--- src/logic/adcc_pkg.sv ---
/*
 * Constants, register map and state type of the A/D conversion control.
 * Assumes a 32-bit AXI4-Lite register bus and one 200 MHz system clock.
 */
package adcc_pkg;

   // Bus geometry and responses
   localparam int AXI_ADDR_W = 8;
   localparam int AXI_DATA_W = 32;
   localparam logic [1:0] RESP_OKAY = 2'h0;
   localparam logic [1:0] RESP_SLVERR = 2'h2;

   // Register byte offsets
   localparam logic [7:0] OFF_PIN_LOW = 8'h00;
   localparam logic [7:0] OFF_PIN_HIGH = 8'h04;
   localparam logic [7:0] OFF_CTL0 = 8'h08;
   localparam logic [7:0] OFF_CTL1 = 8'h0c;
   localparam logic [7:0] OFF_RES_LOW = 8'h10;
   localparam logic [7:0] OFF_RES_HIGH = 8'h14;
   localparam logic [7:0] OFF_IRQ_STAT = 8'h18;
   localparam logic [7:0] OFF_IRQ_MASK = 8'h1c;

   // Field widths and positions
   localparam int PIN_LOW_W = 8;
   localparam int PIN_HIGH_W = 4;
   localparam int PIN_W = PIN_LOW_W + PIN_HIGH_W;
   localparam int CHAN_W = 5;
   localparam int DIV_W = 3;
   localparam int RESULT_W = 12;
   localparam int RES_LOW_W = 8;
   localparam int RES_HIGH_W = RESULT_W - RES_LOW_W;
   localparam int CTL0_START_BIT = 7;
   localparam int CTL0_BUSY_BIT = 6;
   localparam int CTL0_POWER_OFF_BIT = 5;
   localparam int CTL0_CHAN_LSB = 0;
   localparam int CTL1_REF_BIT = 4;
   localparam int CTL1_DIV_LSB = 0;
   localparam int IRQ_DONE_BIT = 0;

   // Reset values
   localparam logic [PIN_LOW_W-1:0] PIN_LOW_RESET = 8'hff;
   localparam logic [PIN_HIGH_W-1:0] PIN_HIGH_RESET = 4'hf;
   localparam logic POWER_OFF_RESET = 1'b1;
   localparam logic [CHAN_W-1:0] CHAN_RESET = 5'h00;
   localparam logic [DIV_W-1:0] DIV_RESET = 3'h0;

   // Clock division and conversion length
   localparam logic [DIV_W-1:0] DIV_UNDEFINED = 3'h7;
   localparam int DIV_CNT_W = 6;
   localparam int CONV_PERIODS = 16;
   localparam int CONV_CNT_W = 5;

   typedef enum logic [1:0] {
      ST_IDLE,
      ST_HELD,
      ST_CONV
   } adcc_state_type;

endpackage

--- src/logic/adcc_div_if.sv ---
/*
 * Link between the conversion sequencer and the A/D clock divider.
 * Assumes both ends run on the same system clock.
 */
`timescale 1ns/1ps
`default_nettype none
interface adcc_div_if;
   logic [adcc_pkg::DIV_W-1:0] div_sel;
   logic run;
   logic tick;
   modport div (input div_sel, input run, output tick);
   modport ctl (output div_sel, output run, input tick);
endinterface
`default_nettype wire

--- src/logic/adcc_clkdiv.sv ---
/*
 * A/D clock divider: one tick per A/D clock period while running.
 * Assumes run rises on the launch of a conversion, so periods align to it.
 */
`timescale 1ns/1ps
`default_nettype none
module adcc_clkdiv #(
   parameter int CNT_W = adcc_pkg::DIV_CNT_W
) (
   // Clock and reset
   input wire logic aclk,
   input wire logic aresetn,
   // Sequencer side
   adcc_div_if.div div
);
   import adcc_pkg::*;

   logic [CNT_W-1:0] cnt;
   logic [CNT_W-1:0] next_cnt;
   logic [CNT_W:0] mask_wide;
   logic [CNT_W-1:0] mask;

   ////////////////////////////////////////////////////////////////////////
   always_comb begin
      mask_wide = ({{CNT_W{1'b0}}, 1'b1} << div.div_sel)
                  - {{CNT_W{1'b0}}, 1'b1};
      mask = mask_wide[CNT_W-1:0];
      next_cnt = div.run ? cnt + {{(CNT_W-1){1'b0}}, 1'b1} : '0;
      // Undefined select gives no ticks, so a conversion stalls busy
      div.tick = div.run && (div.div_sel != DIV_UNDEFINED)
                 && ((cnt & mask) == mask);
   end

   always_ff @(posedge aclk) begin
      if (!aresetn) begin
         cnt <= '0;
      end else begin
         cnt <= next_cnt;
      end
   end

endmodule
`default_nettype wire

--- src/logic/adcc_top.sv ---
/*
 * A/D conversion control: pin selection, start/reset protocol, busy flag,
 * completion interrupt, A/D clock divider, power and reference control,
 * all behind an AXI4-Lite slave.
 * Assumes the analog core, pin muxes and pads sit outside on aclk.
 */
// Added by the designer: the AXI4-Lite register port and the placing of the registers.
// Operation
// - Low pin-select bits route port A pins to channels 0-7, reset ones.
// - High pin-select bits 0-3 route four pins to channels 8-11, reset ones.
// - High pin-select bits 7-4 are unimplemented and read zero.
// - Conversion launches when software completes a low-high-low start pulse.
// - Start held high after rising keeps converter reset and busy high.
// - Busy flag clears automatically when a conversion finishes.
// - Conversion end sets interrupt request; enabled request raises interrupt.
// - A/D clock is system clock divided by 1 to 64; code 111 undefined.
// - Converter is powered only while the power-off bit is zero.
// - Reference select picks supply or reference pin, disabling pin functions.
// - A conversion takes sixteen A/D clock periods.
// - Result is twelve bits, read from low and high result registers.
// - Analog pins drop pull-highs and override port direction.
// - A five-bit field selects the channel fed to the converter.
`timescale 1ns/1ps
`default_nettype none
module adcc_top (
   // Clock and reset
   input wire logic aclk,
   input wire logic aresetn,
   // AXI4-Lite write address
   input wire logic [adcc_pkg::AXI_ADDR_W-1:0] s_axi_awaddr,
   input wire logic s_axi_awvalid,
   output logic s_axi_awready,
   // AXI4-Lite write data
   input wire logic [adcc_pkg::AXI_DATA_W-1:0] s_axi_wdata,
   input wire logic [3:0] s_axi_wstrb,
   input wire logic s_axi_wvalid,
   output logic s_axi_wready,
   // AXI4-Lite write response
   output logic [1:0] s_axi_bresp,
   output logic s_axi_bvalid,
   input wire logic s_axi_bready,
   // AXI4-Lite read address
   input wire logic [adcc_pkg::AXI_ADDR_W-1:0] s_axi_araddr,
   input wire logic s_axi_arvalid,
   output logic s_axi_arready,
   // AXI4-Lite read data
   output logic [adcc_pkg::AXI_DATA_W-1:0] s_axi_rdata,
   output logic [1:0] s_axi_rresp,
   output logic s_axi_rvalid,
   input wire logic s_axi_rready,
   // Interrupt
   output logic irq,
   // Analog core
   output logic core_power_on,
   output logic core_reset,
   output logic core_converting,
   output logic core_clock_tick,
   output logic [adcc_pkg::CHAN_W-1:0] core_channel_select,
   input wire logic [adcc_pkg::RESULT_W-1:0] core_result,
   // Pin and reference control
   output logic [adcc_pkg::PIN_W-1:0] pin_analog_enable_bits,
   output logic [adcc_pkg::PIN_W-1:0] pin_pullup_disconnect,
   output logic [adcc_pkg::PIN_W-1:0] pin_direction_override,
   output logic reference_source_select,
   output logic ref_pin_other_func_disable
);
   import adcc_pkg::*;

   ////////////////////////////////////////////////////////////////////////
   // Register state
   logic [PIN_LOW_W-1:0] pin_low, next_pin_low;
   logic [PIN_HIGH_W-1:0] pin_high, next_pin_high;
   logic ctl_start, next_ctl_start;
   logic power_off, next_power_off;
   logic [CHAN_W-1:0] chan, next_chan;
   logic [DIV_W-1:0] div_sel, next_div_sel;
   logic ref_sel, next_ref_sel;
   logic [RESULT_W-1:0] result, next_result;
   logic irq_stat, next_irq_stat;
   logic irq_mask, next_irq_mask;
   // Bus state
   logic aw_held, next_aw_held;
   logic [AXI_ADDR_W-1:0] aw_addr, next_aw_addr;
   logic w_held, next_w_held;
   logic [AXI_DATA_W-1:0] w_data, next_w_data;
   logic w_strb0, next_w_strb0;
   logic bvalid, next_bvalid;
   logic [1:0] bresp, next_bresp;
   logic rvalid, next_rvalid;
   logic [AXI_DATA_W-1:0] rdata, next_rdata;
   logic [1:0] rresp, next_rresp;
   // Sequencer state
   adcc_state_type state, next_state;
   logic [CONV_CNT_W-1:0] conv_cnt, next_conv_cnt;
   logic start_prev, next_start_prev;
   // Combinational helpers
   logic start_rise;
   logic conv_done;
   logic busy;
   logic wr_fire;
   logic [AXI_ADDR_W-1:0] wr_addr;
   logic [AXI_ADDR_W-1:0] rd_addr;
   logic [AXI_DATA_W-1:0] rd_word;
   logic rd_ok;
   logic [PIN_LOW_W-1:0] wbyte;

   adcc_div_if div_link ();

   adcc_clkdiv #(
      .CNT_W(DIV_CNT_W)
   ) u_clkdiv (
      .aclk(aclk),
      .aresetn(aresetn),
      .div(div_link)
   );

   ////////////////////////////////////////////////////////////////////////
   // Conversion sequencer
   assign start_rise = ctl_start && !start_prev;
   assign div_link.div_sel = div_sel;
   // Power-off stops the divider in the same cycle, not one cycle later
   assign div_link.run = (state == ST_CONV) && !power_off;

   always_comb begin
      next_state = state;
      next_conv_cnt = conv_cnt;
      next_start_prev = ctl_start;
      conv_done = 1'b0;
      case (state)
         ST_IDLE: begin
            if (start_rise) begin
               next_state = ST_HELD;
            end
         end
         ST_HELD: begin
            if (!ctl_start) begin
               next_state = ST_CONV;
               next_conv_cnt = '0;
            end
         end
         ST_CONV: begin
            if (start_rise) begin
               // A new start pulse aborts the running conversion
               next_state = ST_HELD;
            end else if (div_link.tick) begin
               if (conv_cnt == CONV_CNT_W'(CONV_PERIODS - 1)) begin
                  next_state = ST_IDLE;
                  conv_done = 1'b1;
               end else begin
                  next_conv_cnt = conv_cnt + CONV_CNT_W'(1);
               end
            end
         end
         default: begin
            next_state = ST_IDLE;
         end
      endcase
      if (power_off) begin
         next_state = ST_IDLE;
         conv_done = 1'b0;
      end
   end

   always_ff @(posedge aclk) begin
      if (!aresetn) begin
         state <= ST_IDLE;
         conv_cnt <= '0;
         start_prev <= 1'b0;
      end else begin
         state <= next_state;
         conv_cnt <= next_conv_cnt;
         start_prev <= next_start_prev;
      end
   end

   assign busy = (state != ST_IDLE);

   ////////////////////////////////////////////////////////////////////////
   // Register read mux
   assign rd_addr = {s_axi_araddr[AXI_ADDR_W-1:2], 2'h0};

   always_comb begin
      rd_word = '0;
      rd_ok = 1'b1;
      case (rd_addr)
         OFF_PIN_LOW: rd_word[PIN_LOW_W-1:0] = pin_low;
         OFF_PIN_HIGH: rd_word[PIN_HIGH_W-1:0] = pin_high;
         OFF_CTL0: begin
            rd_word[CTL0_START_BIT] = ctl_start;
            rd_word[CTL0_BUSY_BIT] = busy;
            rd_word[CTL0_POWER_OFF_BIT] = power_off;
            rd_word[CTL0_CHAN_LSB +: CHAN_W] = chan;
         end
         OFF_CTL1: begin
            rd_word[CTL1_REF_BIT] = ref_sel;
            rd_word[CTL1_DIV_LSB +: DIV_W] = div_sel;
         end
         OFF_RES_LOW: rd_word[RES_LOW_W-1:0] = result[RES_LOW_W-1:0];
         OFF_RES_HIGH: begin
            rd_word[RES_HIGH_W-1:0] = result[RESULT_W-1:RES_LOW_W];
         end
         OFF_IRQ_STAT: rd_word[IRQ_DONE_BIT] = irq_stat;
         OFF_IRQ_MASK: rd_word[IRQ_DONE_BIT] = irq_mask;
         default: rd_ok = 1'b0;
      endcase
   end

   ////////////////////////////////////////////////////////////////////////
   // Bus slave and registers
   assign s_axi_awready = !aw_held;
   assign s_axi_wready = !w_held;
   assign s_axi_arready = !rvalid;
   assign wr_fire = aw_held && w_held && !bvalid;
   assign wr_addr = {aw_addr[AXI_ADDR_W-1:2], 2'h0};
   assign wbyte = w_data[PIN_LOW_W-1:0];

   always_comb begin
      next_pin_low = pin_low;
      next_pin_high = pin_high;
      next_ctl_start = ctl_start;
      next_power_off = power_off;
      next_chan = chan;
      next_div_sel = div_sel;
      next_ref_sel = ref_sel;
      next_result = result;
      next_irq_stat = irq_stat;
      next_irq_mask = irq_mask;
      next_aw_held = aw_held;
      next_aw_addr = aw_addr;
      next_w_held = w_held;
      next_w_data = w_data;
      next_w_strb0 = w_strb0;
      next_bvalid = bvalid;
      next_bresp = bresp;
      next_rvalid = rvalid;
      next_rdata = rdata;
      next_rresp = rresp;
      if (s_axi_awvalid && !aw_held) begin
         next_aw_held = 1'b1;
         next_aw_addr = s_axi_awaddr;
      end
      if (s_axi_wvalid && !w_held) begin
         next_w_held = 1'b1;
         next_w_data = s_axi_wdata;
         next_w_strb0 = s_axi_wstrb[0];
      end
      if (bvalid && s_axi_bready) begin
         next_bvalid = 1'b0;
      end
      if (wr_fire) begin
         next_aw_held = 1'b0;
         next_w_held = 1'b0;
         next_bvalid = 1'b1;
         next_bresp = RESP_OKAY;
         // All fields sit in byte lane 0; other lanes are ignored
         case (wr_addr)
            OFF_PIN_LOW: begin
               if (w_strb0) begin
                  next_pin_low = wbyte;
               end
            end
            OFF_PIN_HIGH: begin
               if (w_strb0) begin
                  next_pin_high = wbyte[PIN_HIGH_W-1:0];
               end
            end
            OFF_CTL0: begin
               if (w_strb0) begin
                  next_ctl_start = wbyte[CTL0_START_BIT];
                  next_power_off = wbyte[CTL0_POWER_OFF_BIT];
                  next_chan = wbyte[CTL0_CHAN_LSB +: CHAN_W];
               end
            end
            OFF_CTL1: begin
               if (w_strb0) begin
                  next_ref_sel = wbyte[CTL1_REF_BIT];
                  next_div_sel = wbyte[CTL1_DIV_LSB +: DIV_W];
               end
            end
            OFF_IRQ_MASK: begin
               if (w_strb0) begin
                  next_irq_mask = wbyte[IRQ_DONE_BIT];
               end
            end
            OFF_RES_LOW, OFF_RES_HIGH, OFF_IRQ_STAT: begin
               next_bresp = RESP_OKAY;
            end
            default: next_bresp = RESP_SLVERR;
         endcase
      end
      if (rvalid && s_axi_rready) begin
         next_rvalid = 1'b0;
      end
      if (s_axi_arvalid && !rvalid) begin
         next_rvalid = 1'b1;
         next_rdata = rd_word;
         next_rresp = rd_ok ? RESP_OKAY : RESP_SLVERR;
         if (rd_addr == OFF_IRQ_STAT) begin
            next_irq_stat = 1'b0;
         end
      end
      if (conv_done) begin
         next_result = core_result;
         next_irq_stat = 1'b1;
      end
   end

   always_ff @(posedge aclk) begin
      if (!aresetn) begin
         pin_low <= PIN_LOW_RESET;
         pin_high <= PIN_HIGH_RESET;
         ctl_start <= 1'b0;
         power_off <= POWER_OFF_RESET;
         chan <= CHAN_RESET;
         div_sel <= DIV_RESET;
         ref_sel <= 1'b0;
         result <= '0;
         irq_stat <= 1'b0;
         irq_mask <= 1'b0;
         aw_held <= 1'b0;
         aw_addr <= '0;
         w_held <= 1'b0;
         w_data <= '0;
         w_strb0 <= 1'b0;
         bvalid <= 1'b0;
         bresp <= RESP_OKAY;
         rvalid <= 1'b0;
         rdata <= '0;
         rresp <= RESP_OKAY;
      end else begin
         pin_low <= next_pin_low;
         pin_high <= next_pin_high;
         ctl_start <= next_ctl_start;
         power_off <= next_power_off;
         chan <= next_chan;
         div_sel <= next_div_sel;
         ref_sel <= next_ref_sel;
         result <= next_result;
         irq_stat <= next_irq_stat;
         irq_mask <= next_irq_mask;
         aw_held <= next_aw_held;
         aw_addr <= next_aw_addr;
         w_held <= next_w_held;
         w_data <= next_w_data;
         w_strb0 <= next_w_strb0;
         bvalid <= next_bvalid;
         bresp <= next_bresp;
         rvalid <= next_rvalid;
         rdata <= next_rdata;
         rresp <= next_rresp;
      end
   end

   ////////////////////////////////////////////////////////////////////////
   // Outputs
   assign s_axi_bvalid = bvalid;
   assign s_axi_bresp = bresp;
   assign s_axi_rvalid = rvalid;
   assign s_axi_rdata = rdata;
   assign s_axi_rresp = rresp;
   assign irq = irq_stat && irq_mask;
   assign core_power_on = !power_off;
   assign core_reset = (state == ST_HELD) || power_off;
   assign core_converting = (state == ST_CONV) && !power_off;
   assign core_clock_tick = div_link.tick;
   assign core_channel_select = chan;
   assign pin_analog_enable_bits = {pin_high, pin_low};
   assign pin_pullup_disconnect = {pin_high, pin_low};
   assign pin_direction_override = {pin_high, pin_low};
   assign reference_source_select = ref_sel;
   assign ref_pin_other_func_disable = ref_sel;

endmodule
`default_nettype wire

--- config.mk ---
export PLATFORM = sky130hd
export DESIGN_NAME = adcc_top
export DESIGN_NICKNAME = d
export VERILOG_FILES = /design/src/logic/adcc_pkg.sv /design/src/logic/adcc_div_if.sv /design/src/logic/adcc_clkdiv.sv /design/src/logic/adcc_top.sv
export SDC_FILE = /design/constraint.sdc
export NUM_CORES = 1
export LEC_CHECK = 0
export ABC_AREA = 1
export BUFFER_PORTS_ARGS = -buffer_cell sky130_fd_sc_hd__clkbuf_2
export CORE_MARGIN = 8
export CORE_UTILIZATION = 38
export DETAILED_ROUTE_END_ITERATION = 8
export GPL_TIMING_DRIVEN = 0
export HOLD_SLACK_MARGIN = 0.05
export PLACE_DENSITY = 0.7
export SYNTH_ARGS = -nofsm -noshare
export SYNTH_HDL_FRONTEND = slang
export SYNTH_HIERARCHICAL = 1
export SYNTH_SLANG_ARGS = --single-unit
--- constraint.sdc ---
create_clock -name aclk -period 5.6 [get_ports aclk]
set_input_delay 0.56 -clock aclk [delete_from_list [all_inputs] [get_ports aclk]]
set_output_delay 0.56 -clock aclk [all_outputs]
set_load 0.1 [all_outputs]
==> impl_metrics.yaml <==
status:
  status: "complete, no violations"
sta:
  final_max_slew_viol_count: 0
  setup_viol: 0
  fmax_mhz: 330
  final.setup.tns_ps: 0
  worst_pin_slew_ps: 618
  period_share_pct: 54.0
  hold_ws_ps: 430
  relSlewSlack_pct: 58.8
  hold_viol_final: 0
  post-route-min-period_ps: 3030
  finClkSkew_ps: 8.41
  grt_setup_unrepaired: "false"
synthesis:
  ys_warn_count: 6
  synth_cell_types: 36
  netlist_area_um2: 3890
  synth_cells: 527
  yosysSeqAreaShare_pct: 41.2
  avgSynthCellArea_um2: 7.38
  ys_seq_elements: 80
global_route:
  first_global_vias: 3641
  grt_pass1_wl_um: 17600
  track_usage_pct: 16.5
  overflow: 0
  antenna_found_initial: 0
  grt_start_max_net_pins: 13
cts:
  clk_pin_slew_worst_paths_ps: 70
  cts_hold_buf: 0
  cts_tree: "built"
  cts_buffer_depth: 2
  cts_sinks: 80
  clk_latency_ps: 360
  ctsResizeCount: 0
  htreeDepth: 3
  postCtsSetupRepairBufs: 0
  root_buffer: "clkbuf_8"
  cts_buffers: 9
critical_path:
  cp.arrival_ps: 2470
  path_class: "reg -> out"
  reg2reg_slack_ps: 3140
  r2r-start: "state[0]$_SDFFE_PP0P_"
  startpoint: "state[0]$_SDFFE_PP0P_"
  crit_end: "core_clock_tick"
  r2r_cells: 10
  start_kind: "register"
  crit_required_ps: 5040
  worstPathMaxFanout: 7
  endpoint_kind: "primary output"
  r2r-end: "result[6]$_SDFFE_PN0P_"
power_and_ir_drop:
  powerDensity_nw_per_um2: 267
  clockPowerShare_pct: 36.6
  power_mw: 1.30
  swShare_pct: 30.8
  p_comb_share_pct: 18.0
  vdd_drop_max_uv: 136
  p_sw_uw: 402
  leakage_nw: 2.35
  seqPwrFrac_pct: 45.5
  p_int_uw: 902
placement:
  portBuffers: 102
  place_inst: 790
  dp.final_hpwl_um: 8720
  place_congestion: 0.895
die:
  rows: 37
  start_util_pct: 38.4
  io-pin-count: 160
  core-area_um2: 10100
  die_h_um: 117
  die_w_um: 117
  die_area_um2: 13700
cells_and_area:
  layout.nets: 739
  area_delta_synth_final_pct: 25.6
  num_antenna_cells: 0
  fin_util_pct: 48.2
  finalNonFillerCells: 805
  drive_gt1_share_pct: 29.3
drt:
  vias_per_cell: 4.65
  drc: 0
  vias: 3740
  wl_per_cell_um: 13.6
  ant_nets: 0
  routed_wl_um: 11000
  drt_iter0_drc: 149
  drtPass1Iterations: 5
flow_run:
  cap_violations: 0
worst_hold_path:
  min_path_type: "in -> reg"
## cell usage in the layout (no fill, tap or decap)
cell         n
o21ai_0     44
nand2_2      2
clkbuf_2   103
nor2_8       1
o21a_1       2
conb_1      26
ha_1         3
nand2_4      1
a31oi_1      1
nand4_2      1
nand3_1     27
buf_2        3
nor3_4       2
o211ai_1    11
buf_4       52
nor3_1       1
and3_1       1
inv_4        1
o21ai_1      6
buf_1        1
bufinv_16    2
nor2_4       5
inv_1       54
nand2_1     83
a21boi_0     1
nand3_2      1
nand4_1      9
clkinv_1     2
a211oi_1     6
dfxtp_1     80
inv_2        5
o22ai_1      2
nor2_2       5
nor2_1      65
clkbuf_1     6
a21oi_1     41
clkinv_2     1
xnor2_1      1
clkbuf_8    11
## synthesized netlist by cell type, drive strengths merged
cell type  number  area [um2]
nor2           76         352
a211oi          6        45.0
o22ai           2        12.5
nand2          86         335
and3            1        6.26
ha              3        37.5
o21ai          50         250
clkinv          2        7.51
xnor2           1        8.76
o21a            2        15.0
conb            1        3.75
nand3          28         145
nor3            3        37.5
buf            56         409
clkbuf          6        23.8
a21boi          1        7.51
inv            60         228
o211ai         11        82.6
a31oi           1        6.26
a21oi          41         205
nand4          10        68.8
dfxtp          80        1600
## kinds of logic (layout without fill, tap and decap cells)
group	Yosys count	count (layout)	share of synthesized area [%]
other	1	26	0.0964
adders and majority gates	3	3	0.965
AOI/OAI and AO/OA	114	114	16.1
and+or+nand+nor	204	204	24.3
DFF	80	80	41.2
buffers and inverters	124	241	17.2
xor gates and xnor gates	1	1	0.225
## per-layer routing
metal  up-vias  global-route usage, %  share of wire, %
li1       1908                      -                 -
met3        33                   5.18               8.8
met2       142                   26.5                45
met5         -                      0                 0
met1      1657                   19.5                42
met4         0                   8.45               3.8
## critical path, stage by stage (launching register included)
cell and delay (ps):
dfxtp_1 330, inv_2 60, nand2_1 150, nor2_2 300, a21boi_0 220, nand2_1 70
a21oi_1 430, clkbuf_2 560
## metrics by stage
step	cell area (um2)	setup slack, ps
3_5_place_dp	4660	3030
6_report	4880	2570
2_1_floorplan	3980	1420
4_1_cts	4880	2630
5_1_grt	4880	2490
3_3_place_gp	4660	3050
## state kept, by name, summed over array words and instances (netlist names), 2 cells and up
name / flops
result: 12
core_channel_select: 5
pin_low: 8
w_data: 8
conv_cnt: 5
div_link.div_sel: 3
state: 2
aw_addr: 6
s_axi_rdata: 8
pin_high: 4
u_clkdiv/cnt: 6
## worst min-delay path by stage
stage | cells past startpoint | slack (ps) | end | startpoint
detailed placement | 2 | 430 | start_prev$_SDFF_PN0_ | ctl_start$_SDFFE_PN0P_
floorplan | 2 | 420 | start_prev$_SDFF_PN0_ | ctl_start$_SDFFE_PN0P_
finish | 3 | 430 | aw_addr[7]$_SDFFE_PN0P_ | s_axi_awaddr[7]
global route | 3 | 420 | w_data[5]$_SDFFE_PN0P_ | s_axi_wdata[5]
CTS | 3 | 420 | w_data[6]$_SDFFE_PN0P_ | s_axi_wdata[6]
global placement | 2 | 440 | start_prev$_SDFF_PN0_ | ctl_start$_SDFFE_PN0P_
## cell type report
type                       count  area, um2
fill                        1017       5260
multi-input combinational    348       1710
sequential                    80       1600
timing repair buffer         102        510
buffer                        62        433
inverter                      62        235
tap                          136        170
clock buffer                  12        155
clock inverter                 3       65.1
## power groups by stage
| stage | Sequential (mW) | Combinational, mW | Clock, mW |
|---|---|---|---|
| 5_1_grt | 0.595 | 0.250 | 0.510 |
| 4_1_cts | 0.593 | 0.234 | 0.484 |
| 3_3_place_gp | 0.606 | 0.231 | 0 |
| 6_report | 0.593 | 0.234 | 0.477 |
| 3_5_place_dp | 0.606 | 0.233 | 0 |
| 2_1_floorplan | 0.631 | 0.168 | 0 |
(Power assumes the default switching activity.)
